## src/rtl/srl_pkg.sv

```systemverilog
package srl_pkg;
    // ==========================================
    // register offsets on the control port
    localparam logic [11:0] ADDR_TERM_TUNE_A  = 12'h02ab;
    localparam logic [11:0] ADDR_TERM_CAL_B   = 12'h02ae;
    localparam logic [11:0] ADDR_TERM_TUNE_C  = 12'h02b1;
    localparam logic [11:0] ADDR_TERM_TUNE_D  = 12'h02b2;
    localparam logic [11:0] ADDR_RX_GEN_CTRL  = 12'h0300;
    // paged window for the per-link banks
    localparam logic [11:0] ADDR_PAGE_LO      = 12'h0401;
    localparam logic [11:0] ADDR_PAGE_HI      = 12'h047e;

    // ==========================================
    // reset values
    localparam logic [7:0] RST_TERM_TUNE_A    = 8'h93;
    localparam logic [7:0] RST_TERM_TUNE_C    = 8'hc3;
    localparam logic [7:0] RST_TERM_TUNE_D    = 8'h93;
    localparam logic [7:0] RST_ZERO           = 8'h00;

    // ==========================================
    // field positions and read masks
    localparam int unsigned BIT_CAL_TRIGGER   = 0;
    localparam int unsigned BIT_CSUM_METHOD   = 6;
    localparam int unsigned BIT_LINK_MODE     = 3;
    localparam int unsigned BIT_LINK_PAGE     = 2;
    localparam int unsigned BIT_LINK_EN_LO    = 0;
    localparam logic [7:0] MASK_CAL_B         = 8'h01;
    localparam logic [7:0] MASK_GEN_CTRL      = 8'h4f;

    // ==========================================
    // link enable encodings
    typedef enum logic [1:0] {
        SRL_LINKS_OFF  = 2'b00,
        SRL_LINK0_ONLY = 2'b01,
        SRL_LINK1_ONLY = 2'b10,
        SRL_LINKS_BOTH = 2'b11
    } srl_link_en_t;

    // ==========================================
    // packed link configuration, bytes 0x450..0x45a
    localparam int unsigned CFG_BYTES         = 11;
    localparam int unsigned LID_W             = 5;
    localparam int unsigned CSUM_W            = 8;

    // ==========================================
    // termination calibration sequencer states
    typedef enum logic [1:0] {
        SRL_CAL_IDLE = 2'b01,
        SRL_CAL_RUN  = 2'b10
    } srl_cal_state_t;
endpackage

```

## src/rtl/srl_term_cal.sv

```systemverilog
// ==========================================
// rising-edge launcher for lane group calibration
module srl_term_cal
    import srl_pkg::*;
(
    // clock and reset
    input  wire logic        i_clock,
    input  wire logic        i_rst,
    // trigger bit from the register file
    input  wire logic        i_trigger,
    // analog calibration handshake
    input  wire logic        i_cal_done,
    output logic             o_cal_start,
    output logic             o_cal_busy
);
    srl_cal_state_t state_r, state_nxt;
    logic           trig_d_r, trig_d_nxt;
    logic           start_r, start_nxt;

    // ==========================================
    // next state: only a 0->1 edge launches
    always_comb begin
        trig_d_nxt = i_trigger;
        state_nxt  = state_r;
        start_nxt  = 1'b0;
        case (state_r)
            SRL_CAL_IDLE: begin
                if (i_trigger && !trig_d_r) begin
                    state_nxt = SRL_CAL_RUN;
                    start_nxt = 1'b1;
                end
            end
            SRL_CAL_RUN: begin
                // edges while running are absorbed, not queued
                if (i_cal_done) begin
                    state_nxt = SRL_CAL_IDLE;
                end
            end
            default: state_nxt = SRL_CAL_IDLE;
        endcase
    end

    // registers
    always_ff @(posedge i_clock) begin
        if (i_rst) begin
            state_r  <= SRL_CAL_IDLE;
            trig_d_r <= 1'b0;
            start_r  <= 1'b0;
        end else begin
            state_r  <= state_nxt;
            trig_d_r <= trig_d_nxt;
            start_r  <= start_nxt;
        end
    end

    assign o_cal_start = start_r;
    assign o_cal_busy  = (state_r == SRL_CAL_RUN);
endmodule

```

## src/rtl/srl_checksum.sv

```systemverilog
// ==========================================
// per-lane computed link parameter checksum
module srl_checksum
    import srl_pkg::*;
#(
    parameter int unsigned LANES = 8
)
(
    // clock and reset
    input  wire logic                      i_clock,
    input  wire logic                      i_rst,
    // method select, 1 = packed byte sum
    input  wire logic                      i_method,
    // packed configuration bytes, byte 0 lowest
    input  wire logic [CFG_BYTES*8-1:0]    i_cfg,
    // per-lane lane identifiers
    input  wire logic [LANES*LID_W-1:0]    i_lane_lid,
    // stored checksums, lane 0 lowest
    output logic [LANES*CSUM_W-1:0]        o_checksum
);
    if (LANES < 1 || LANES > 8) begin : g_chk
        $error("srl_checksum: LANES must be 1..8");
    end

    logic [7:0] b [CFG_BYTES];
    logic [7:0] common_fields;
    logic [7:0] packed_rest;

    // unpack bytes
    for (genvar i = 0; i < CFG_BYTES; i++) begin : g_b
        assign b[i] = i_cfg[i*8 +: 8];
    end

    // field sum without the lane id, all wraps mod 256
    always_comb begin
        common_fields = b[0]
            + {4'h0, b[1][3:0]}
            + {7'h00, b[3][7]} + {3'h0, b[3][4:0]}
            + b[4] + {3'h0, b[5][4:0]}
            + b[6] + {3'h0, b[7][4:0]}
            + {6'h00, b[7][7:6]}
            + {3'h0, b[8][4:0]} + {5'h00, b[8][7:5]}
            + {3'h0, b[9][4:0]} + {5'h00, b[9][7:5]}
            + {3'h0, b[10][4:0]} + {7'h00, b[10][7]};
        packed_rest = b[0] + b[1] + b[3] + b[4] + b[5]
            + b[6] + b[7] + b[8] + b[9] + b[10];
    end

    // one store per lane, lane id patched into byte 2
    for (genvar l = 0; l < LANES; l++) begin : g_lane
        logic [LID_W-1:0]  lid;
        logic [CSUM_W-1:0] sum_nxt;
        logic [CSUM_W-1:0] sum_r;
        assign lid = i_lane_lid[l*LID_W +: LID_W];
        always_comb begin
            if (i_method) begin
                sum_nxt = packed_rest
                    + {b[2][7:5], lid};
            end else begin
                sum_nxt = common_fields + {3'h0, lid};
            end
        end
        always_ff @(posedge i_clock) begin
            if (i_rst) begin
                sum_r <= RST_ZERO;
            end else begin
                sum_r <= sum_nxt;
            end
        end
        assign o_checksum[l*CSUM_W +: CSUM_W] = sum_r;
    end
endmodule

```

## src/rtl/srl_regs.sv

```systemverilog
// ==========================================
// serial receiver link control register bank
module srl_regs
    import srl_pkg::*;
#(
    parameter int unsigned LANES = 8
)
(
    // clock and reset
    input  wire logic                           i_clock,
    input  wire logic                           i_rst,
    // register port from the serial control port
    input  wire logic [11:0]                    i_reg_addr,
    input  wire logic                           i_reg_wr,
    input  wire logic [7:0]                     i_reg_wdata,
    input  wire logic                           i_reg_rd,
    output logic [7:0]                          o_reg_rdata,
    output logic                                o_reg_rvalid,
    output logic                                o_reg_hit,
    // paged window decode for the per-link banks
    output logic                                o_page_hit,
    output logic                                o_page_link1,
    // termination tuning to the lane analog
    output logic [7:0]                          o_term_tune_a,
    output logic [7:0]                          o_term_tune_c,
    output logic [7:0]                          o_term_tune_d,
    // lane 2..5 termination calibration
    input  wire logic                           i_cal_done,
    output logic                                o_cal_start,
    output logic                                o_cal_busy,
    // link control
    output logic                                o_link_dual,
    output logic                                o_link0_enable,
    output logic                                o_link1_enable,
    // link configuration for the checksum
    input  wire logic [srl_pkg::CFG_BYTES*8-1:0] i_link_cfg,
    input  wire logic [LANES*srl_pkg::LID_W-1:0] i_lane_lid,
    output logic [LANES*srl_pkg::CSUM_W-1:0]     o_computed_checksum
);
    import srl_pkg::*;

    if (LANES < 1 || LANES > 8) begin : g_chk
        $error("srl_regs: LANES must be 1..8");
    end

    // ==========================================
    // storage
    logic [7:0] tune_a_r, tune_a_nxt;
    logic [7:0] tune_c_r, tune_c_nxt;
    logic [7:0] tune_d_r, tune_d_nxt;
    logic       cal_trig_r, cal_trig_nxt;
    logic       csum_method_r, csum_method_nxt;
    logic       link_mode_r, link_mode_nxt;
    logic       link_page_r, link_page_nxt;
    srl_link_en_t link_en_r, link_en_nxt;
    logic [7:0] rdata_r, rdata_nxt;
    logic       rvalid_r, rvalid_nxt;
    logic       hit_r, hit_nxt;
    logic [7:0] ctrl_view;
    logic [7:0] cal_view;
    logic [7:0] rd_mux;
    logic       rd_mapped;

    // ==========================================
    // write decode
    // tuning registers are plain storage; the analog only sees
    // correct termination once software loads its values
    always_comb begin
        tune_a_nxt      = tune_a_r;
        tune_c_nxt      = tune_c_r;
        tune_d_nxt      = tune_d_r;
        cal_trig_nxt    = cal_trig_r;
        csum_method_nxt = csum_method_r;
        link_mode_nxt   = link_mode_r;
        link_page_nxt   = link_page_r;
        link_en_nxt     = link_en_r;
        if (i_reg_wr) begin
            if (i_reg_addr == ADDR_TERM_TUNE_A) begin
                tune_a_nxt = i_reg_wdata;
            end else if (i_reg_addr == ADDR_TERM_TUNE_D) begin
                tune_d_nxt = i_reg_wdata;
            end else if (i_reg_addr == ADDR_TERM_TUNE_C) begin
                tune_c_nxt = i_reg_wdata;
            end else if (i_reg_addr == ADDR_TERM_CAL_B) begin
                // only bit 0 is stored
                cal_trig_nxt = i_reg_wdata[BIT_CAL_TRIGGER];
            end else if (i_reg_addr == ADDR_RX_GEN_CTRL) begin
                // bits 7, 5 and 4 are dropped here
                csum_method_nxt = i_reg_wdata[BIT_CSUM_METHOD];
                link_mode_nxt   = i_reg_wdata[BIT_LINK_MODE];
                link_page_nxt   = i_reg_wdata[BIT_LINK_PAGE];
                link_en_nxt     = srl_link_en_t'(
                    i_reg_wdata[BIT_LINK_EN_LO +: 2]);
            end
        end
    end

    // ==========================================
    // read views with reserved bits held at zero
    always_comb begin
        cal_view = RST_ZERO;
        cal_view[BIT_CAL_TRIGGER] = cal_trig_r;
        ctrl_view = RST_ZERO;
        ctrl_view[BIT_CSUM_METHOD] = csum_method_r;
        ctrl_view[BIT_LINK_MODE]   = link_mode_r;
        ctrl_view[BIT_LINK_PAGE]   = link_page_r;
        ctrl_view[BIT_LINK_EN_LO +: 2] = link_en_r;
    end

    // read decode; unmapped reads return zero
    always_comb begin
        rd_mux    = RST_ZERO;
        rd_mapped = 1'b1;
        if (i_reg_addr == ADDR_TERM_TUNE_A) begin
            rd_mux = tune_a_r;
        end else if (i_reg_addr == ADDR_TERM_CAL_B) begin
            rd_mux = cal_view & MASK_CAL_B;
        end else if (i_reg_addr == ADDR_TERM_TUNE_C) begin
            rd_mux = tune_c_r;
        end else if (i_reg_addr == ADDR_TERM_TUNE_D) begin
            rd_mux = tune_d_r;
        end else if (i_reg_addr == ADDR_RX_GEN_CTRL) begin
            rd_mux = ctrl_view & MASK_GEN_CTRL;
        end else begin
            rd_mapped = 1'b0;
        end
    end

    // read answer is registered, one cycle after the strobe
    always_comb begin
        rdata_nxt  = rdata_r;
        rvalid_nxt = i_reg_rd;
        hit_nxt    = hit_r;
        if (i_reg_rd) begin
            rdata_nxt = rd_mux;
            hit_nxt   = rd_mapped;
        end
    end

    // ==========================================
    // state registers
    always_ff @(posedge i_clock) begin
        if (i_rst) begin
            tune_a_r      <= RST_TERM_TUNE_A;
            tune_c_r      <= RST_TERM_TUNE_C;
            tune_d_r      <= RST_TERM_TUNE_D;
            cal_trig_r    <= 1'b0;
            csum_method_r <= 1'b0;
            link_mode_r   <= 1'b0;
            link_page_r   <= 1'b0;
            link_en_r     <= SRL_LINKS_OFF;
            rdata_r       <= RST_ZERO;
            rvalid_r      <= 1'b0;
            hit_r         <= 1'b0;
        end else begin
            tune_a_r      <= tune_a_nxt;
            tune_c_r      <= tune_c_nxt;
            tune_d_r      <= tune_d_nxt;
            cal_trig_r    <= cal_trig_nxt;
            csum_method_r <= csum_method_nxt;
            link_mode_r   <= link_mode_nxt;
            link_page_r   <= link_page_nxt;
            link_en_r     <= link_en_nxt;
            rdata_r       <= rdata_nxt;
            rvalid_r      <= rvalid_nxt;
            hit_r         <= hit_nxt;
        end
    end

    // ==========================================
    // link enable decode
    // no interlock against pll lock or phy calibration:
    // software must sequence those before enabling
    always_comb begin
        case (link_en_r)
            SRL_LINKS_OFF: begin
                o_link0_enable = 1'b0;
                o_link1_enable = 1'b0;
            end
            SRL_LINK0_ONLY: begin
                o_link0_enable = 1'b1;
                o_link1_enable = 1'b0;
            end
            SRL_LINK1_ONLY: begin
                o_link0_enable = 1'b0;
                o_link1_enable = 1'b1;
            end
            default: begin
                o_link0_enable = 1'b1;
                o_link1_enable = 1'b1;
            end
        endcase
    end

    // ==========================================
    // paging: bank select only inside the window
    always_comb begin
        o_page_hit   = (i_reg_addr >= ADDR_PAGE_LO) &&
                       (i_reg_addr <= ADDR_PAGE_HI);
        o_page_link1 = o_page_hit && link_page_r;
    end

    // ==========================================
    // calibration launcher for lanes 2..5
    srl_term_cal u_term_cal (
        .i_clock     (i_clock),
        .i_rst       (i_rst),
        .i_trigger   (cal_trig_r),
        .i_cal_done  (i_cal_done),
        .o_cal_start (o_cal_start),
        .o_cal_busy  (o_cal_busy)
    );

    // ==========================================
    // computed checksum store
    srl_checksum #(
        .LANES (LANES)
    ) u_checksum (
        .i_clock    (i_clock),
        .i_rst      (i_rst),
        .i_method   (csum_method_r),
        .i_cfg      (i_link_cfg),
        .i_lane_lid (i_lane_lid),
        .o_checksum (o_computed_checksum)
    );

    // ==========================================
    // outputs straight from storage
    assign o_term_tune_a = tune_a_r;
    assign o_term_tune_c = tune_c_r;
    assign o_term_tune_d = tune_d_r;
    assign o_link_dual   = link_mode_r;
    assign o_reg_rdata   = rdata_r;
    assign o_reg_rvalid  = rvalid_r;
    assign o_reg_hit     = hit_r;
endmodule

```

## config.mk

```make
export PLATFORM = sky130hd
export DESIGN_NAME = srl_regs
export DESIGN_NICKNAME = d
export VERILOG_FILES = /design/src/rtl/srl_pkg.sv /design/src/rtl/srl_term_cal.sv /design/src/rtl/srl_checksum.sv /design/src/rtl/srl_regs.sv
export SDC_FILE = /design/constraint.sdc
export NUM_CORES = 1
export LEC_CHECK = 0
export ABC_AREA = 1
export ABC_CLOCK_PERIOD_IN_PS = 5600
export BUFFER_PORTS_ARGS = -buffer_cell sky130_fd_sc_hd__buf_2
export CORE_MARGIN = 3
export CORE_UTILIZATION = 45
export DETAILED_ROUTE_END_ITERATION = 10
export PLACE_DENSITY = 0.8
export SKIP_CTS_REPAIR_TIMING = 1
export SYNTH_ARGS = -nofsm -noshare
export SYNTH_HDL_FRONTEND = slang
export SYNTH_SLANG_ARGS = --single-unit
```

## constraint.sdc

```tcl
create_clock -name i_clock -period 5.6 [get_ports i_clock]
set_clock_uncertainty 0.05 [all_clocks]
set_input_delay 0.56 -clock i_clock [delete_from_list [all_inputs] [get_ports i_clock]]
set_output_delay 0.56 -clock i_clock [all_outputs]
set_load 0.05 [all_outputs]
```

# After elaboration in Yosys (flattened, before gate mapping)
# Cells that the tools add are included.
# totals
reg_bits	108
inputBits	153
out_inout_bits	105
wordCells	117
# classes
add_sub_neg	39
magnitude_cmp	2
n_eq_ne	11
mux	24
bitwise_logic	5
reduce_logical	14
# op_table
op	count
8-bit adder	19
8-bit by 5-bit adder with 8-bit output	14
8-bit two-way mux	12
12-bit by 10-bit equality test with 1-bit output, second input constant	5
8-bit by 1-bit adder with 8-bit output	2
8-bit by 3-bit adder with 8-bit output	2
12-bit by 11-bit greater-or-equal comparator with 1-bit output, second input constant	1
12-bit by 11-bit less-or-equal comparator with 1-bit output, second input constant	1
8-bit by 2-bit adder with 8-bit output	1
8-bit by 4-bit adder with 8-bit output	1
1-bit two-way mux	8
7-bit two-way mux	1
6-bit AND reduction	1
2-bit OR reduction	3
1-bit NOT	5
5-bit AND reduction	1
2-bit by 1-bit equality test with 1-bit output, second input constant	2
2-bit equality test, second input constant	2
2-bit two-way mux	2
2-bit one-hot mux with 2 select lines	1
2-bit AND reduction	2
4-bit AND reduction	1
1-bit logical AND	3
3-bit AND reduction	1
4 further kinds	4

# Logic depth before layout (Yosys ltp)
# depth
depth_word	16
depth_mapped	25
ltp_nobuf	25

# Cells and area by module
# From an unflattened synthesis, not the netlist that was laid out.
# hier_totals
hier_cells	1427
area_unflattened_um2	10825.4
# modules_own_cells
mod	n_inst	cells_per_inst	area_each_um2	seq_area_each_um2
srl_checksum	1	1150	8773.4	1281.2
srl_regs	1	256	1903.1	800.8
srl_term_cal	1	21	148.9	80.1

# Least setup slack after synthesis
# OpenSTA, ideal clock, no wires.
# synth_timing
path_kind	input-to-reg
startpoint	in i_link_cfg[2] (netlist name)
endpoint	reg u_checksum.g_lane[6].sum_r[6]
setup_ns	0.070
t_arrival_ns	5.440
t_required_ns	5.480
slack_ns	0.040
stages	19
n_path_buf	0
path_cell_list	inv_1 fa_1 inv_1 fa_1 fa_1 inv_1 fa_1 inv_1 fa_1 fa_1 xor2_1 ha_1 a21boi_0 o21ai_0 nand2_1 a21oi_1 xor2_1 nand2_1 a21oi_1
# synth_via
elab_chain_cells	16
elab_cells_between_ends	26
classes_between	25 x add/sub; 1 x mux
# synth_lines
element	line	text
from (decl)	srl_regs.sv:36	input wire logic [srl_pkg::CFG_BYTES*8-1:0] i_link_cfg,
8-bit by 4-bit adder with 8-bit output	srl_checksum.sv:37	+ {4'h0, b[1][3:0]}
8-bit by 1-bit adder with 8-bit output	srl_checksum.sv:38	+ {7'h00, b[3][7]} + {3'h0, b[3][4:0]}
8-bit by 5-bit adder with 8-bit output	srl_checksum.sv:38	
8-bit adder	srl_checksum.sv:39	+ b[4] + {3'h0, b[5][4:0]}
8-bit by 5-bit adder with 8-bit output	srl_checksum.sv:39	
8-bit adder	srl_checksum.sv:40	+ b[6] + {3'h0, b[7][4:0]}
8-bit by 5-bit adder with 8-bit output	srl_checksum.sv:40	
8-bit by 2-bit adder with 8-bit output	srl_checksum.sv:41	+ {6'h00, b[7][7:6]}
8-bit by 5-bit adder with 8-bit output	srl_checksum.sv:42	+ {3'h0, b[8][4:0]} + {5'h00, b[8][7:5]}
8-bit by 3-bit adder with 8-bit output	srl_checksum.sv:42	
8-bit by 5-bit adder with 8-bit output	srl_checksum.sv:43	+ {3'h0, b[9][4:0]} + {5'h00, b[9][7:5]}
8-bit by 3-bit adder with 8-bit output	srl_checksum.sv:43	
8-bit by 5-bit adder with 8-bit output	srl_checksum.sv:44	+ {3'h0, b[10][4:0]} + {7'h00, b[10][7]};
8-bit by 1-bit adder with 8-bit output	srl_checksum.sv:44	
8-bit by 5-bit adder with 8-bit output	srl_checksum.sv:60	sum_nxt = common_fields + {3'h0, lid};
8-bit two-way mux (*)	srl_checksum.sv:56	if (i_method) begin
to (signal assigned)	srl_checksum.sv:67	sum_r <= sum_nxt;
to (decl)	srl_checksum.sv:53	logic [CSUM_W-1:0] sum_r;
# Every way passes the cells marked *; elsewhere a longest branch is shown, timed or not.
# A chain may end at the register's enable or synchronous reset.

# Worst setup path in the final report
# layout_timing
startpoint	in i_link_cfg[50] (netlist name)
endpoint	reg u_checksum.g_lane[6].sum_r[6]
# layout_via
elab_chain_cells	11
elab_cells_between_ends	17
classes_between	16 x add/sub; 1 x mux
# layout_lines
element	line
8-bit adder	srl_checksum.sv:40
8-bit by 5-bit adder with 8-bit output	srl_checksum.sv:40
8-bit by 2-bit adder with 8-bit output	srl_checksum.sv:41
8-bit by 5-bit adder with 8-bit output	srl_checksum.sv:42
8-bit by 3-bit adder with 8-bit output	srl_checksum.sv:42
8-bit by 5-bit adder with 8-bit output	srl_checksum.sv:43
8-bit by 3-bit adder with 8-bit output	srl_checksum.sv:43
8-bit by 5-bit adder with 8-bit output	srl_checksum.sv:44
8-bit by 1-bit adder with 8-bit output	srl_checksum.sv:44
8-bit by 5-bit adder with 8-bit output	srl_checksum.sv:60
8-bit two-way mux (*)	srl_checksum.sv:56
# Marks and branches as above.

==> metrics.csv <==
stage,metric,value,unit
outcome,status,"complete, no violations",
place,gp_congestion,0.919,
yosys,synth_area_leaders,"dfxtp_1, fa_1, ha_1, nand2_1, inv_1",
cts,cts_tree,done,
cts,insertion_delay,0.36,ns
critical_path,critPathKind,in2reg,
sta,fin_crit,5.45,ns
cts,cts-root-buf,clkbuf_16,
grt,grtUsageMet3,0.0351,
grt,grt.total_usage,0.237,
sta,tightest_slew,0.813,ns
cts,cts.path.max_buffers,2,
critical_path,end_kind,flop,
floorplanning,ios,258,
grt,grt-busiest-layer,met2,
yosys,synth_top_area_frac,0.200,
finish,diodes,0,
detailed_routing,drt_iter0_drc,709,
detailed_routing,routed_wl,31300,um
sta,setup_violations,0,
yosys,synth_area_leader_cell,dfxtp_1,
yosys,synth_nets,1761,
yosys,ys_ff_latch,108,
place,detailed_place_hpwl,24900,um
sta,period_share,0.974,
yosys,ys_seq_area_frac,0.200,
floorplanning,num_rows,56,
place,io_buffers,252,
yosys,yosysWarnings,0,
sta,rsz0062_at_grt,yes,
detailed_routing,vias,10600,
cts,clk_pin_slew,0.07,ns
yosys,synth.distinct_cells,49,
finish,area_delta_synth_final,26.2,%
grt,grt_pass1_vias,10600,
yosys,syn_area_per_cell,7.76,um2
grt,grt_max_degree,71,
finish,drive_gt1_frac,0.284,
grt,grt_pass1_wl,50300,um
grt,grt_overflow_total,0,
grt,use_met1,0.301,
yosys,synthFlopType,dfxtp_1,
cts,cts.sinks,108,
critical_path,cp_max_fo,8,
cts,cts_buffers,9,
sta,hold_violations,0,
floorplanning,fp.dieW,161,um
sta,relSlewSlack,0.458,
cts,cts_htree_levels,3,
sta,max_freq,0.183,GHz
finish,final_common_cell,buf_2,
critical_path,cp_data_arrival_time,5.69,ns
detailed_routing,viasPerCell,5.19,
detailed_routing,drtPass1Iterations,7,
floorplanning,die_y,161,um
floorplanning,dieArea,0.0260,mm2
detailed_routing,wl_per_cell,15.3,um
detailed_routing,final_antenna_net_count,0,
yosys,synth_edf_count,0,
finish,fillCellCount,2075,
finish,fin_nets,2091,
job,drv_cap,0,
floorplanning,initial_core_util,0.460,
floorplanning,core_area,0.0235,mm2
critical_path,critPathRequiredTime,5.83,ns
sta,final-max-slew-violation-count,0,
critical_path,startpoint_type,input port,
yosys,synthCells,1395,
yosys,async_flop_share,0,
finish,layout_common_cells,"buf_2, nand2_1, inv_1",
grt,met2_usage,0.415,
grt,antenna_found_initial,1,
detailed_routing,drc,0,
min_path,hold_class,in2reg,
yosys,syn_area,0.0108,mm2
finish,fin_util,0.581,
## state kept, by name, summed over array words and instances, names as in the netlist
name,cells
cal_trig_r,1
csum_method_r,1
link_en_r,2
link_page_r,1
o_link_dual,1
o_reg_hit,1
o_reg_rdata,8
o_reg_rvalid,1
o_term_tune_a,8
o_term_tune_c,8
o_term_tune_d,8
u_checksum.g_lane.sum_r,64
u_term_cal.o_cal_start,1
u_term_cal.state_r,2
u_term_cal.trig_d_r,1
## synthesized netlist by cell type, drive strengths merged, types with 11 or more instances
library cell and instances:
a21oi 154, clkbuf 26, dfxtp 108, fa 107, ha 106, inv 243
nand2 250, nand3 87, nor2 90, nor3 12, o21ai 91, or2 11
xor2 30
## critical path, stage by stage
cell        delay (ns)
buf_6             0.07
inv_2             0.03
fa_1              0.55
inv_2             0.05
fa_2              0.60
buf_6             0.10
fa_1              0.43
fa_1              0.49
inv_1             0.05
fa_1              0.44
inv_2             0.09
ha_4              0.14
inv_2             0.04
fa_1              0.58
clkinvlp_4        0.11
buf_12            0.16
ha_4              0.29
nand2_1           0.05
nand2_1           0.05
a31oi_1           0.06
or2_4             0.27
a21oi_2           0.13
xor2_1            0.16
nand2_1           0.06
a21oi_1           0.14
## logic make-up (layout without fill, tap and decap cells)
| family | count (synthesis) | after routing | share of synthesized area |
|---|---|---|---|
| buf+inv | 277 | 611 | 0.103 |
| fa+ha+maj | 213 | 213 | 0.320 |
| compound gates | 280 | 280 | 0.139 |
| flops | 108 | 108 | 0.200 |
| simple gates | 478 | 478 | 0.203 |
| xor+xnor | 39 | 39 | 0.0343 |
## routing by layer
layer	share of wire	routed length, um
met1	0.41	12800
met5	0.00045	14
met2	0.49	15400
met4	0.025	769
met3	0.075	2340
## final cells by class
cell class,count,area [um2],share of cell area
multi-input combinational,1010,7820,0.572
timing repair buffer,352,2080,0.153
inverter,244,930,0.0680
sequential,108,2160,0.158
clock inverter,5,38.8,0.00284
clock buffer,10,229,0.0168
tap,319,399,0.0292
## path summary, 6_finish.rpt
kind / from / to / slack (ns) / cells after the start
hold reg to reg: o_link_dual / o_link_dual / 0.43 / 2
setup / recovery: i_link_cfg[50] / u_checksum.g_lane[6].sum_r[6] / 0.15 / 25
setup reg to reg: csum_method_r / o_reg_rdata[6] / 3.31 / 8
hold / removal: i_reg_wdata[4] / o_term_tune_d[4] / 0.41 / 3
## stage by stage
stage	instances	setup TNS (ns)	hold WS, ns	setup slack [ns]	cell area (um2)
2_1_floorplan	1395	0	0.393	0.0395	10800
3_3_place_gp	2030	-14.28	0.406	-0.541	13100
3_5_place_dp	2030	-23.36	0.421	-0.853	13100
4_1_cts	2045	-9.04	0.403	-0.489	13300
5_1_grt	2048	-0.573	0.415	-0.103	13700
6_report	2048	0	0.411	0.146	13700
Power is not shown: default switching activity piles up to over one toggle a cycle in this logic, so the estimate is an artifact.
